### config.mk
export PLATFORM = sky130hd
export DESIGN_NAME = exc_tail_unit
export DESIGN_NICKNAME = d
export VERILOG_FILES = /design/src/core/exc_tail_pkg.sv /design/src/core/exc_tail_unit.sv /design/src/core/sticky_flags.sv
export SDC_FILE = /design/constraint.sdc
export NUM_CORES = 1
export LEC_CHECK = 0
export BUFFER_PORTS_ARGS = -buffer_cell sky130_fd_sc_hd__buf_4
export CORE_UTILIZATION = 50
export DETAILED_ROUTE_END_ITERATION = 6
export PLACE_DENSITY = 0.78
export SLEW_MARGIN = 10
export SYNTH_ARGS = -nofsm -noshare
export SYNTH_HDL_FRONTEND = slang
export SYNTH_HIERARCHICAL = 1
export SYNTH_SLANG_ARGS = --single-unit
### constraint.sdc
create_clock -name clk_in -period 2.2 [get_ports clk_in]
set_clock_uncertainty 0.05 [all_clocks]
set_input_delay 0.11 -clock clk_in [delete_from_list [all_inputs] [get_ports clk_in]]
set_output_delay 0.11 -clock clk_in [all_outputs]
set_load 0.02 [all_outputs]
### src/core/exc_tail_pkg.sv
// Constants shared by the translation-miss, breakpoint and management-interrupt exception logic
//------------------------------------------------------------------------------
// Overview of operation
// (RULE_01) Instruction fetch translation miss vectors 0x01000.
// (RULE_02) Data load translation miss vectors 0x01100.
// (RULE_03) Data store translation miss vectors 0x01200.
// (RULE_04) Store hit needing change bit vectors 0x01200.
// (RULE_05) Breakpoint address match on completing instruction: 0x01300.
// (RULE_06) Breakpoint only fires while enable bit set.
// (RULE_07) Management interrupt needs enable bit and input: 0x01400.
// (RULE_08) Signal only at completion; cancel younger instructions. The code also takes the management interrupt with no valid completion head.
// (RULE_09) Never dispatch into reserved vector ranges.
//------------------------------------------------------------------------------
package exc_tail_pkg;

    //--------------------------------------------------------------------------
    // Vector offsets
    //--------------------------------------------------------------------------
    localparam int          VEC_W         = 20;
    localparam logic [19:0] VEC_INSTRUCTION_TRANSLATION_BUFFER_MISS = 20'h01000;
    localparam logic [19:0] VEC_LOAD_MISS = 20'h01100;
    localparam logic [19:0] VEC_STORE_MISS = 20'h01200;
    localparam logic [19:0] VEC_BREAKPOINT = 20'h01300;
    localparam logic [19:0] VEC_MGMT_INT  = 20'h01400;
    localparam logic [19:0] RSV_A_LO      = 20'h00E10;
    localparam logic [19:0] RSV_A_HI      = 20'h00FFF;
    localparam logic [19:0] RSV_B_LO      = 20'h01500;
    localparam logic [19:0] RSV_B_HI      = 20'h02FFF;

    //--------------------------------------------------------------------------
    // Register map (byte addresses, one word each)
    //--------------------------------------------------------------------------
    localparam int          ADDR_W        = 4;
    localparam logic [3:0]  OFS_BREAKPT   = 4'h0;
    localparam logic [3:0]  OFS_STATUS    = 4'h4;
    localparam logic [3:0]  OFS_MASK      = 4'h8;
    localparam logic [3:0]  OFS_LAST_VEC  = 4'hC;

    // Breakpoint register fields, big-endian positions of bits 0-29, 30
    localparam int          BP_ADDR_LSB   = 2;
    localparam int          BP_EN_BIT     = 1;
    localparam logic [31:0] BP_RESET      = 32'h0000_0000;
    localparam logic [31:0] BP_WR_MASK    = 32'hFFFF_FFFE;

    // Event status layout
    localparam int          NUM_EVT       = 5;
    localparam int          EVT_INSTRUCTION_TRANSLATION_BUFFER      = 0;
    localparam int          EVT_LOAD      = 1;
    localparam int          EVT_STORE     = 2;
    localparam int          EVT_BREAKPT   = 3;
    localparam int          EVT_MGMT      = 4;
    localparam logic [4:0]  MASK_RESET    = 5'h00;

    // Cause selected for dispatch
    typedef enum logic [2:0] {
        CAUSE_NONE,
        CAUSE_INSTRUCTION_TRANSLATION_BUFFER,
        CAUSE_BREAKPT,
        CAUSE_LOAD,
        CAUSE_STORE,
        CAUSE_MGMT
    } cause_t;

endpackage : exc_tail_pkg

### src/core/exc_tail_unit.sv
// Exception recognition for translation misses, breakpoint and management int
`timescale 1ns/1ps
module exc_tail_unit (
    input  wire logic        clk_in,
    input  wire logic        srst_in,
    input  wire logic        ce_in,
    // Head of the completion queue
    input  wire logic        head_valid_in,
    input  wire logic [31:0] head_addr_in,
    input  wire logic        head_instruction_translation_buffer_miss_in,
    input  wire logic        head_load_miss_in,
    input  wire logic        head_store_miss_in,
    input  wire logic        head_store_chg_in,
    // Machine state and external pin
    input  wire logic        external_interrupt_enable_bit_in,
    input  wire logic        system_management_interrupt_input_in,
    // Register port
    input  wire logic [3:0]  reg_addr_in,
    input  wire logic [31:0] reg_wdata_in,
    input  wire logic        reg_wr_in,
    input  wire logic        reg_rd_in,
    output logic      [31:0] reg_rdata_out,
    // Dispatch to handler fetch
    output logic             exc_take_out,
    output logic      [19:0] exc_vector_out,
    output logic             cancel_younger_out,
    output logic             irq_out
);

    //--------------------------------------------------------------------------
    // Declarations
    //--------------------------------------------------------------------------
    logic [31:0]                        breakpt_ff;
    logic [exc_tail_pkg::NUM_EVT-1:0]   mask_ff;
    logic [19:0]                        last_vec_ff;
    logic                               take_ff;
    logic [19:0]                        vector_ff;
    logic                               cancel_ff;
    logic [31:0]                        rdata_ff;
    logic [exc_tail_pkg::NUM_EVT-1:0]   status_w;
    logic [exc_tail_pkg::NUM_EVT-1:0]   evt_set;
    logic [exc_tail_pkg::NUM_EVT-1:0]   evt_clr;
    logic                               bp_match;
    logic                               bp_hit;
    logic                               mgmt_req;
    exc_tail_pkg::cause_t               cause;
    logic [19:0]                        nxt_vector;
    logic [31:0]                        nxt_rdata;
    logic                               wr_bp;
    logic                               wr_status;
    logic                               wr_mask;

    assign wr_bp     = reg_wr_in && reg_addr_in == exc_tail_pkg::OFS_BREAKPT;
    assign wr_status = reg_wr_in && reg_addr_in == exc_tail_pkg::OFS_STATUS;
    assign wr_mask   = reg_wr_in && reg_addr_in == exc_tail_pkg::OFS_MASK;

    //--------------------------------------------------------------------------
    // Cause detection
    //--------------------------------------------------------------------------
    // Only the word address is compared; the low two bits are ignored
    assign bp_match = head_addr_in[31:exc_tail_pkg::BP_ADDR_LSB] ==
                      breakpt_ff[31:exc_tail_pkg::BP_ADDR_LSB]; // RULE_05
    assign bp_hit   = bp_match &&
                      breakpt_ff[exc_tail_pkg::BP_EN_BIT];     // RULE_06
    assign mgmt_req = external_interrupt_enable_bit_in &&
                      system_management_interrupt_input_in;     // RULE_07

    // Fetch miss first, since the instruction never really existed; the
    // pin interrupt is asynchronous and yields to any instruction fault
    always_comb begin
        cause = exc_tail_pkg::CAUSE_NONE;
        if (head_valid_in && head_instruction_translation_buffer_miss_in) begin           // RULE_08
            cause = exc_tail_pkg::CAUSE_INSTRUCTION_TRANSLATION_BUFFER;                   // RULE_01
        end else if (head_valid_in && bp_hit) begin
            cause = exc_tail_pkg::CAUSE_BREAKPT;                // RULE_05
        end else if (head_valid_in && head_load_miss_in) begin
            cause = exc_tail_pkg::CAUSE_LOAD;                   // RULE_02
        end else if (head_valid_in && (head_store_miss_in ||
                                       head_store_chg_in)) begin
            cause = exc_tail_pkg::CAUSE_STORE;                  // RULE_03 RULE_04
        end else if (mgmt_req) begin
            cause = exc_tail_pkg::CAUSE_MGMT;                   // RULE_07
        end
    end

    // Only the five named vectors can be produced; no reserved slot exists
    always_comb begin
        case (cause)
            exc_tail_pkg::CAUSE_INSTRUCTION_TRANSLATION_BUFFER:    nxt_vector = exc_tail_pkg::VEC_INSTRUCTION_TRANSLATION_BUFFER_MISS;
            exc_tail_pkg::CAUSE_BREAKPT: nxt_vector = exc_tail_pkg::VEC_BREAKPOINT;
            exc_tail_pkg::CAUSE_LOAD:    nxt_vector = exc_tail_pkg::VEC_LOAD_MISS;
            exc_tail_pkg::CAUSE_STORE:   nxt_vector = exc_tail_pkg::VEC_STORE_MISS;
            exc_tail_pkg::CAUSE_MGMT:    nxt_vector = exc_tail_pkg::VEC_MGMT_INT;
            default:                     nxt_vector = vector_ff; // RULE_09
        endcase
    end

    //--------------------------------------------------------------------------
    // Dispatch flops
    //--------------------------------------------------------------------------
    // Taking an exception flushes everything behind the completing slot
    always_ff @(posedge clk_in) begin
        if (srst_in) begin
            take_ff   <= 1'b0;
            cancel_ff <= 1'b0;
            vector_ff <= exc_tail_pkg::VEC_INSTRUCTION_TRANSLATION_BUFFER_MISS;
        end else if (ce_in) begin
            take_ff   <= cause != exc_tail_pkg::CAUSE_NONE;
            cancel_ff <= cause != exc_tail_pkg::CAUSE_NONE;     // RULE_08
            vector_ff <= nxt_vector;
        end
    end

    // Last vector dispatched, visible to software
    always_ff @(posedge clk_in) begin
        if (srst_in) begin
            last_vec_ff <= '0;
        end else if (ce_in && cause != exc_tail_pkg::CAUSE_NONE) begin
            last_vec_ff <= nxt_vector;
        end
    end

    //--------------------------------------------------------------------------
    // Registers
    //--------------------------------------------------------------------------
    // Bit 0 has no meaning and stays zero
    always_ff @(posedge clk_in) begin
        if (srst_in) begin
            breakpt_ff <= exc_tail_pkg::BP_RESET;
        end else if (ce_in && wr_bp) begin
            breakpt_ff <= reg_wdata_in & exc_tail_pkg::BP_WR_MASK;
        end
    end

    always_ff @(posedge clk_in) begin
        if (srst_in) begin
            mask_ff <= exc_tail_pkg::MASK_RESET;
        end else if (ce_in && wr_mask) begin
            mask_ff <= reg_wdata_in[exc_tail_pkg::NUM_EVT-1:0];
        end
    end

    // Read mux; unmapped addresses read zero
    always_comb begin
        nxt_rdata = '0;
        case (reg_addr_in)
            exc_tail_pkg::OFS_BREAKPT:  nxt_rdata = breakpt_ff;
            exc_tail_pkg::OFS_STATUS:   nxt_rdata[exc_tail_pkg::NUM_EVT-1:0]
                                            = status_w;
            exc_tail_pkg::OFS_MASK:     nxt_rdata[exc_tail_pkg::NUM_EVT-1:0]
                                            = mask_ff;
            exc_tail_pkg::OFS_LAST_VEC: nxt_rdata[19:0] = last_vec_ff;
            default:                    nxt_rdata = '0;
        endcase
    end

    // Read data stand only in the cycle after the strobe
    always_ff @(posedge clk_in) begin
        if (srst_in) begin
            rdata_ff <= '0;
        end else if (ce_in) begin
            rdata_ff <= reg_rd_in ? nxt_rdata : 32'h0000_0000;
        end
    end

    //--------------------------------------------------------------------------
    // Event status and interrupt
    //--------------------------------------------------------------------------
    always_comb begin
        evt_set = '0;
        evt_set[exc_tail_pkg::EVT_INSTRUCTION_TRANSLATION_BUFFER]    = cause == exc_tail_pkg::CAUSE_INSTRUCTION_TRANSLATION_BUFFER;
        evt_set[exc_tail_pkg::EVT_LOAD]    = cause == exc_tail_pkg::CAUSE_LOAD;
        evt_set[exc_tail_pkg::EVT_STORE]   = cause == exc_tail_pkg::CAUSE_STORE;
        evt_set[exc_tail_pkg::EVT_BREAKPT] =
            cause == exc_tail_pkg::CAUSE_BREAKPT;
        evt_set[exc_tail_pkg::EVT_MGMT]    = cause == exc_tail_pkg::CAUSE_MGMT;
    end

    assign evt_clr = wr_status ? reg_wdata_in[exc_tail_pkg::NUM_EVT-1:0] : '0;

    sticky_flags #(
        .WIDTH (exc_tail_pkg::NUM_EVT)
    ) u_flags (
        .clk_in    (clk_in),
        .srst_in   (srst_in),
        .ce_in     (ce_in),
        .set_in    (evt_set),
        .clr_in    (evt_clr),
        .mask_in   (mask_ff),
        .flags_out (status_w),
        .irq_out   (irq_out)
    );

    assign exc_take_out       = take_ff;
    assign exc_vector_out     = vector_ff;
    assign cancel_younger_out = cancel_ff;
    assign reg_rdata_out      = rdata_ff;

    //--------------------------------------------------------------------------
    // Assertions
    //--------------------------------------------------------------------------
    chk_instruction_translation_buffer_vector: assert property ( // RULE_01
        @(posedge clk_in) disable iff (srst_in)
        ce_in && head_valid_in && head_instruction_translation_buffer_miss_in |=>
            exc_take_out && exc_vector_out == exc_tail_pkg::VEC_INSTRUCTION_TRANSLATION_BUFFER_MISS)
        else $error("fetch miss did not vector to 0x01000");

    chk_load_vector: assert property ( // RULE_02
        @(posedge clk_in) disable iff (srst_in)
        ce_in && head_valid_in && !head_instruction_translation_buffer_miss_in && !bp_hit &&
        head_load_miss_in |=>
            exc_take_out && exc_vector_out == exc_tail_pkg::VEC_LOAD_MISS)
        else $error("load miss did not vector to 0x01100");

    chk_store_miss: assert property ( // RULE_03
        @(posedge clk_in) disable iff (srst_in)
        ce_in && head_valid_in && !head_instruction_translation_buffer_miss_in && !bp_hit &&
        !head_load_miss_in && head_store_miss_in |=>
            exc_vector_out == exc_tail_pkg::VEC_STORE_MISS)
        else $error("store miss did not vector to 0x01200");

    chk_store_change: assert property ( // RULE_04
        @(posedge clk_in) disable iff (srst_in)
        ce_in && head_valid_in && !head_instruction_translation_buffer_miss_in && !bp_hit &&
        !head_load_miss_in && head_store_chg_in |=>
            exc_take_out && exc_vector_out == exc_tail_pkg::VEC_STORE_MISS)
        else $error("change-bit store did not vector to 0x01200");

    chk_bp_vector: assert property ( // RULE_05
        @(posedge clk_in) disable iff (srst_in)
        ce_in && head_valid_in && !head_instruction_translation_buffer_miss_in &&
        head_addr_in[31:2] == breakpt_ff[31:2] && breakpt_ff[1] |=>
            exc_vector_out == exc_tail_pkg::VEC_BREAKPOINT)
        else $error("breakpoint match did not vector to 0x01300");

    chk_bp_disabled: assert property ( // RULE_06
        @(posedge clk_in) disable iff (srst_in)
        ce_in && head_valid_in && !breakpt_ff[1] && !head_instruction_translation_buffer_miss_in &&
        !head_load_miss_in && !head_store_miss_in && !head_store_chg_in &&
        !(external_interrupt_enable_bit_in &&
          system_management_interrupt_input_in) |=> !exc_take_out)
        else $error("breakpoint fired while disabled");

    chk_mgmt_gate: assert property ( // RULE_07
        @(posedge clk_in) disable iff (srst_in)
        ce_in && !head_valid_in && !external_interrupt_enable_bit_in |=>
            !exc_take_out)
        else $error("management interrupt taken with enable clear");

    chk_mgmt_vector: assert property ( // RULE_07
        @(posedge clk_in) disable iff (srst_in)
        ce_in && !head_valid_in && external_interrupt_enable_bit_in &&
        system_management_interrupt_input_in |=>
            exc_take_out && exc_vector_out == exc_tail_pkg::VEC_MGMT_INT)
        else $error("management interrupt did not vector to 0x01400");

    chk_cancel_pair: assert property ( // RULE_08
        @(posedge clk_in) disable iff (srst_in)
        exc_take_out == cancel_younger_out)
        else $error("take and cancel disagree");

    chk_reserved_vec: assert property ( // RULE_09
        @(posedge clk_in) disable iff (srst_in)
        exc_take_out |-> !(exc_vector_out >= exc_tail_pkg::RSV_A_LO &&
                           exc_vector_out <= exc_tail_pkg::RSV_A_HI) &&
                         !(exc_vector_out >= exc_tail_pkg::RSV_B_LO &&
                           exc_vector_out <= exc_tail_pkg::RSV_B_HI))
        else $error("dispatch into a reserved vector range");

    chk_instruction_translation_buffer_status: assert property ( // RULE_01
        @(posedge clk_in) disable iff (srst_in)
        ce_in && head_valid_in && head_instruction_translation_buffer_miss_in |=>
            status_w[exc_tail_pkg::EVT_INSTRUCTION_TRANSLATION_BUFFER])
        else $error("fetch miss did not set its status bit");

    chk_bp_status: assert property ( // RULE_05
        @(posedge clk_in) disable iff (srst_in)
        ce_in && head_valid_in && !head_instruction_translation_buffer_miss_in &&
        head_addr_in[31:2] == breakpt_ff[31:2] && breakpt_ff[1] |=>
            status_w[exc_tail_pkg::EVT_BREAKPT])
        else $error("breakpoint match did not set its status bit");

    chk_mgmt_status: assert property ( // RULE_07
        @(posedge clk_in) disable iff (srst_in)
        ce_in && !head_valid_in && external_interrupt_enable_bit_in &&
        system_management_interrupt_input_in |=>
            status_w[exc_tail_pkg::EVT_MGMT])
        else $error("management interrupt did not set its status bit");

    chk_quiet_head: assert property ( // RULE_08
        @(posedge clk_in) disable iff (srst_in)
        ce_in && !head_valid_in && !system_management_interrupt_input_in |=>
            !exc_take_out && !cancel_younger_out)
        else $error("exception signalled with no completing instruction");

    chk_ce_freeze: assert property ( // RULE_08
        @(posedge clk_in) disable iff (srst_in)
        !ce_in |=> $stable(exc_take_out) && $stable(exc_vector_out))
        else $error("dispatch outputs moved while clock enable low");

    chk_last_vec: assert property ( // RULE_09
        @(posedge clk_in) disable iff (srst_in)
        exc_take_out |-> last_vec_ff == exc_vector_out)
        else $error("last vector register disagrees with dispatch");

endmodule : exc_tail_unit

### src/core/sticky_flags.sv
// Sticky event flags with write-one-to-clear, mask and level interrupt
`timescale 1ns/1ps
module sticky_flags #(
    parameter int WIDTH = 5
) (
    input  wire logic             clk_in,
    input  wire logic             srst_in,
    input  wire logic             ce_in,
    input  wire logic [WIDTH-1:0] set_in,
    input  wire logic [WIDTH-1:0] clr_in,
    input  wire logic [WIDTH-1:0] mask_in,
    output logic      [WIDTH-1:0] flags_out,
    output logic                  irq_out
);

    logic [WIDTH-1:0] nxt_flags;

    // Set wins over a clear landing in the same cycle
    always_comb begin
        nxt_flags = (flags_out & ~clr_in) | set_in;
    end

    //--------------------------------------------------------------------------
    // Flag and interrupt flops
    //--------------------------------------------------------------------------
    always_ff @(posedge clk_in) begin
        if (srst_in) begin
            flags_out <= '0;
            irq_out   <= 1'b0;
        end else if (ce_in) begin
            flags_out <= nxt_flags;
            irq_out   <= |(nxt_flags & mask_in); // Level, from a flop
        end
    end

endmodule : sticky_flags

==> flow_summary.html <==
<table>
<tr><th>Metric</th><th>Value</th></tr>
<tr><th colspan="2">Floorplanning</th></tr>
<tr><td>Core footprint</td><td>8806 um2</td></tr>
<tr><td>Initial core utilization</td><td>52.30%</td></tr>
<tr><td>Total number of placement rows</td><td>34</td></tr>
<tr><td>Y dimension of the die</td><td>97.98 um</td></tr>
<tr><td>Die X</td><td>97.98 um</td></tr>
<tr><td>Die footprint</td><td>9599 um2</td></tr>
<tr><td>I/O pins</td><td>135</td></tr>
<tr><th colspan="2">Power and ir drop</th></tr>
<tr><td>Power per cell area</td><td>802.2 nW/um2</td></tr>
<tr><td>Max IR drop VDD</td><td>0.0007020 V</td></tr>
<tr><td>Sequential fraction of design power</td><td>39.0%</td></tr>
<tr><td>Cell internal power dissipation</td><td>4.207 mW</td></tr>
<tr><td>Reported net switching power</td><td>1.213 mW</td></tr>
<tr><td>Combinational group share of total power</td><td>7.7%</td></tr>
<tr><td>Overall power</td><td>5.420 mW</td></tr>
<tr><td>Switching power as a share of total power</td><td>22.38%</td></tr>
<tr><td>Share of total power in the clock network</td><td>53.3%</td></tr>
<tr><td>Pleak</td><td>2.714 nW</td></tr>
<tr><th colspan="2">Yosys</th></tr>
<tr><td>Net count after synthesis</td><td>576</td></tr>
<tr><td>Share of flip-flops with an asynchronous set or reset</td><td>0%</td></tr>
<tr><td>Number of distinct library cell variants in the gate-level netlist after synthesis</td><td>40</td></tr>
<tr><td>Synth warnings</td><td>6</td></tr>
<tr><td>Mapped Avg Cell Area</td><td>9.286 um2</td></tr>
<tr><td>Post-Syn Instances</td><td>496</td></tr>
<tr><td>Register bit total from synthesis</td><td>115</td></tr>
<tr><td>Post-Syn Area</td><td>4606 um2</td></tr>
<tr><td>Main synth FF type</td><td>dfxtp_1</td></tr>
<tr><td>Number of enable-type register cells in the synthesized netlist</td><td>0</td></tr>
<tr><td>Part of the Yosys area used for sequential elements</td><td>49.99%</td></tr>
<tr><th colspan="2">Cells and area</th></tr>
<tr><td>Final core area utilization</td><td>76.73%</td></tr>
<tr><td>Sequential cell area</td><td>2308 um2</td></tr>
<tr><td>Nets</td><td>734</td></tr>
<tr><td>Number of antenna cells inserted</td><td>0</td></tr>
<tr><td>Area of the multi-input gates</td><td>2237 um2</td></tr>
<tr><td>Non-Filler Instances</td><td>775</td></tr>
<tr><td>Layout cell share with drive strength beyond 1</td><td>30.28%</td></tr>
<tr><td>Growth of design area from synthesis to finish</td><td>46.70%</td></tr>
<tr><td>Finished layout cell area</td><td>6756 um2</td></tr>
<tr><td>Number of filler instances in the final layout</td><td>574</td></tr>
<tr><th colspan="2">Timing</th></tr>
<tr><td>Max_slew headroom</td><td>49.63%</td></tr>
<tr><td>Fin crit period</td><td>2.165 ns</td></tr>
<tr><td>Count of endpoints failing setup in the final report</td><td>0</td></tr>
<tr><td>Maximum frequency from static timing analysis</td><td>461.9 MHz</td></tr>
<tr><td>Period utilisation layout</td><td>98.41%</td></tr>
<tr><td>Worst hold slack across all endpoints</td><td>0.02761 ns</td></tr>
<tr><td>Summed negative setup slack over all endpoints</td><td>0 ns</td></tr>
<tr><td>Hold violation total from the final report</td><td>0</td></tr>
<tr><td>Slew at the pin closest to its max-slew limit</td><td>0.7555 ns</td></tr>
<tr><td>Final-report max-slew violation count</td><td>0</td></tr>
<tr><td>Final worst-path setup slack</td><td>0.03500 ns</td></tr>
<tr><th colspan="2">Global routing</th></tr>
<tr><td>Total congestion overflow after global routing</td><td>0</td></tr>
<tr><td>Global-route wire length before repair</td><td>22.45 mm</td></tr>
<tr><td>Maximum number of pins on one net before global-route repair</td><td>72</td></tr>
<tr><td>Via count of the first global-routing pass</td><td>4466</td></tr>
<tr><td>Number of antenna violations at the first check in global routing</td><td>0</td></tr>
<tr><td>Global-route total usage across every layer</td><td>29.92%</td></tr>
<tr><th colspan="2">Detailed routing</th></tr>
<tr><td>Total wire length</td><td>14.82 mm</td></tr>
<tr><td>DRT antenna net count</td><td>0</td></tr>
<tr><td>Violation count after the first detailed-routing iteration</td><td>473</td></tr>
<tr><td>Remaining DRCs</td><td>9</td></tr>
<tr><td>Detailed-routing iteration count for the pre-antenna-repair pass</td><td>7</td></tr>
<tr><td>Overall via count from detail_route</td><td>4600</td></tr>
<tr><td>Drt via density</td><td>5.935</td></tr>
<tr><td>Average wire length per cell after detail routing</td><td>19.12 um</td></tr>
<tr><th colspan="2">Worst setup path</th></tr>
<tr><td>Arrival time at the worst endpoint</td><td>2.46 ns</td></tr>
<tr><td>Kind of end point of the critical path</td><td>flip-flop</td></tr>
<tr><td>Worst Path Required</td><td>2.49 ns</td></tr>
<tr><td>Worst Reg2Reg Path Length in Cells</td><td>8</td></tr>
<tr><td>Critical path fanouts, max</td><td>13</td></tr>
<tr><td>Type of the worst setup path</td><td>reg -&gt; reg</td></tr>
<tr><td>Critical Path Start Type</td><td>flip-flop</td></tr>
<tr><th colspan="2">Hold path</th></tr>
<tr><td>Min-delay worst type</td><td>in -&gt; reg</td></tr>
<tr><td>Number of instances on the worst hold path</td><td>4</td></tr>
<tr><th colspan="2">CTS</th></tr>
<tr><td>Skew-Pair Late Insertion Delay</td><td>0.51 ns</td></tr>
<tr><td>Post-CTS setup buffer count</td><td>0</td></tr>
<tr><td>Cts bufs inserted</td><td>17</td></tr>
<tr><td>Max H-tree Level</td><td>4</td></tr>
<tr><td>Clock transition time at the flip-flop clock pins of the worst setup and hold paths</td><td>0.06 ns</td></tr>
<tr><td>Clk sink count</td><td>115</td></tr>
<tr><td>Deepest clock path buffer count</td><td>2</td></tr>
<tr><td>TritonCTS clock tree</td><td>yes</td></tr>
<tr><td>Root Driver</td><td>clkbuf_8</td></tr>
<tr><th colspan="2">Run status</th></tr>
<tr><td>Violations in the final reports</td><td>DRC</td></tr>
<tr><td>Run status</td><td>complete, but fails checks</td></tr>
<tr><th colspan="2">Placement</th></tr>
<tr><td>Number of buffer cells added on primary ports</td><td>132</td></tr>
<tr><td>Total instance count after detailed placement</td><td>710</td></tr>
<tr><td>Detailed-placement wirelength estimate</td><td>9.005 mm</td></tr>
<tr><td>Post-place instance area</td><td>5660 um2</td></tr>
<tr><td>RD Place Congestion</td><td>0.9053</td></tr>
<tr><td>Worst setup slack before clock tree synthesis</td><td>0.09832 ns</td></tr>
<tr><th colspan="2">Flow run</th></tr>
<tr><td>Max-cap check violation count</td><td>0</td></tr>
</table>
==> worst paths after layout <==
path / slack (ns) / end / start
worst max register to register: 0.04 / last_vec_ff[3] / breakpt_ff[11]
worst max-delay path: 0.04 / last_vec_ff[3] / breakpt_ff[11]
worst min-delay path: 0.03 / exc_vector_out[9] / head_load_miss_in
worst min register to register: 0.40 / exc_vector_out[12] / exc_vector_out[12]
==> layout by cell type, fill, tap and decap left out, types with 4 or more instances in the layout <==
cell type,n
a22oi_1,22
dfxtp_1,112
o21ai_0,7
xor2_1,20
nor3b_1,32
dlygate4sd3_1,34
a21oi_1,38
nor4_2,5
mux4_2,4
nor4_1,11
mux2i_1,6
nor2b_1,5
buf_4,138
nor2_1,48
bufinv_16,4
clkinvlp_4,4
clkbuf_16,16
xor2_2,10
and3_1,7
nand2_1,77
nand4_1,4
a222oi_1,15
nor3_1,5
==> logic make-up after synthesis <==
family,count (synthesis),share of synthesized area (%)
DFF,115,49.99
buffers and inverters,40,4.265
muxes,11,3.505
AOI/OAI and AO/OA,95,13.88
xor gates and xnor gates,30,5.705
and+or+nand+nor,205,22.66
==> flip-flops by register name (all words and copies together) (netlist names) <==
register and flops:
breakpt_ff 31, cancel_younger_out 1, exc_vector_out 20, last_vec_ff 20, mask_ff 5, reg_rdata_out 32
u_flags/flags_out 5, u_flags/irq_out 1
==> critical path, cell delays in order, from the launching register on <==
cell     delay (ns)
dfxtp_1        0.36
xor2_1         0.19
nor4_1         0.32
nand4_1        0.28
nor2_4         0.25
buf_6          0.16
o21a_4         0.15
buf_6          0.16
nor3b_1        0.09
==> cell type report <==
| class | count | area share, % |
|---|---|---|
| clock inverter | 11 | 2.611 |
| sequential | 115 | 34.17 |
| tap | 108 | 2.000 |
| multi-input combinational | 341 | 33.11 |
| inverter | 3 | 0.1667 |
| timing repair buffer | 176 | 21.30 |
| clock buffer | 21 | 6.648 |
==> power by group through the flow <==
stage | combinational [mW] | clock (mW) | sequential (mW)
after CTS | 0.389 | 2.91 | 2.11
final | 0.416 | 2.89 | 2.11
after global routing | 0.438 | 3.02 | 2.11
after detailed placement | 0.337 | 0 | 2.16
after floorplan | 0.160 | 0 | 2.16
after global placement | 0.333 | 0 | 2.16
==> cells in the mapped netlist (7+ instances only) <==
master | count | area [um2]
nor3b_1 | 32 | 240.2
and3_1 | 7 | 43.79
nor2_1 | 48 | 180.2
a222oi_1 | 15 | 150.1
a21oi_1 | 38 | 190.2
clkbuf_1 | 25 | 93.84
nor4_1 | 16 | 100.1
a22oi_1 | 22 | 165.2
o21ai_0 | 7 | 35.03
nand2_1 | 77 | 289.0
dfxtp_1 | 115 | 2302
xor2_1 | 30 | 262.8
==> metal layers <==
layer | GRT usage (%) | wire [um]
met1 | 35.81 | 5656
met5 | 0 | 0
met3 | 7.946 | 1357
met2 | 50.16 | 7294
met4 | 13.87 | 510
==> timing repair <==
item	CTS	global route
hold endpoints to repair	38	0
resized for setup	0	24
setup endpoints to repair	0	37
hold buffers	34	0
Note: power is estimated with default switching activity, not from simulation.
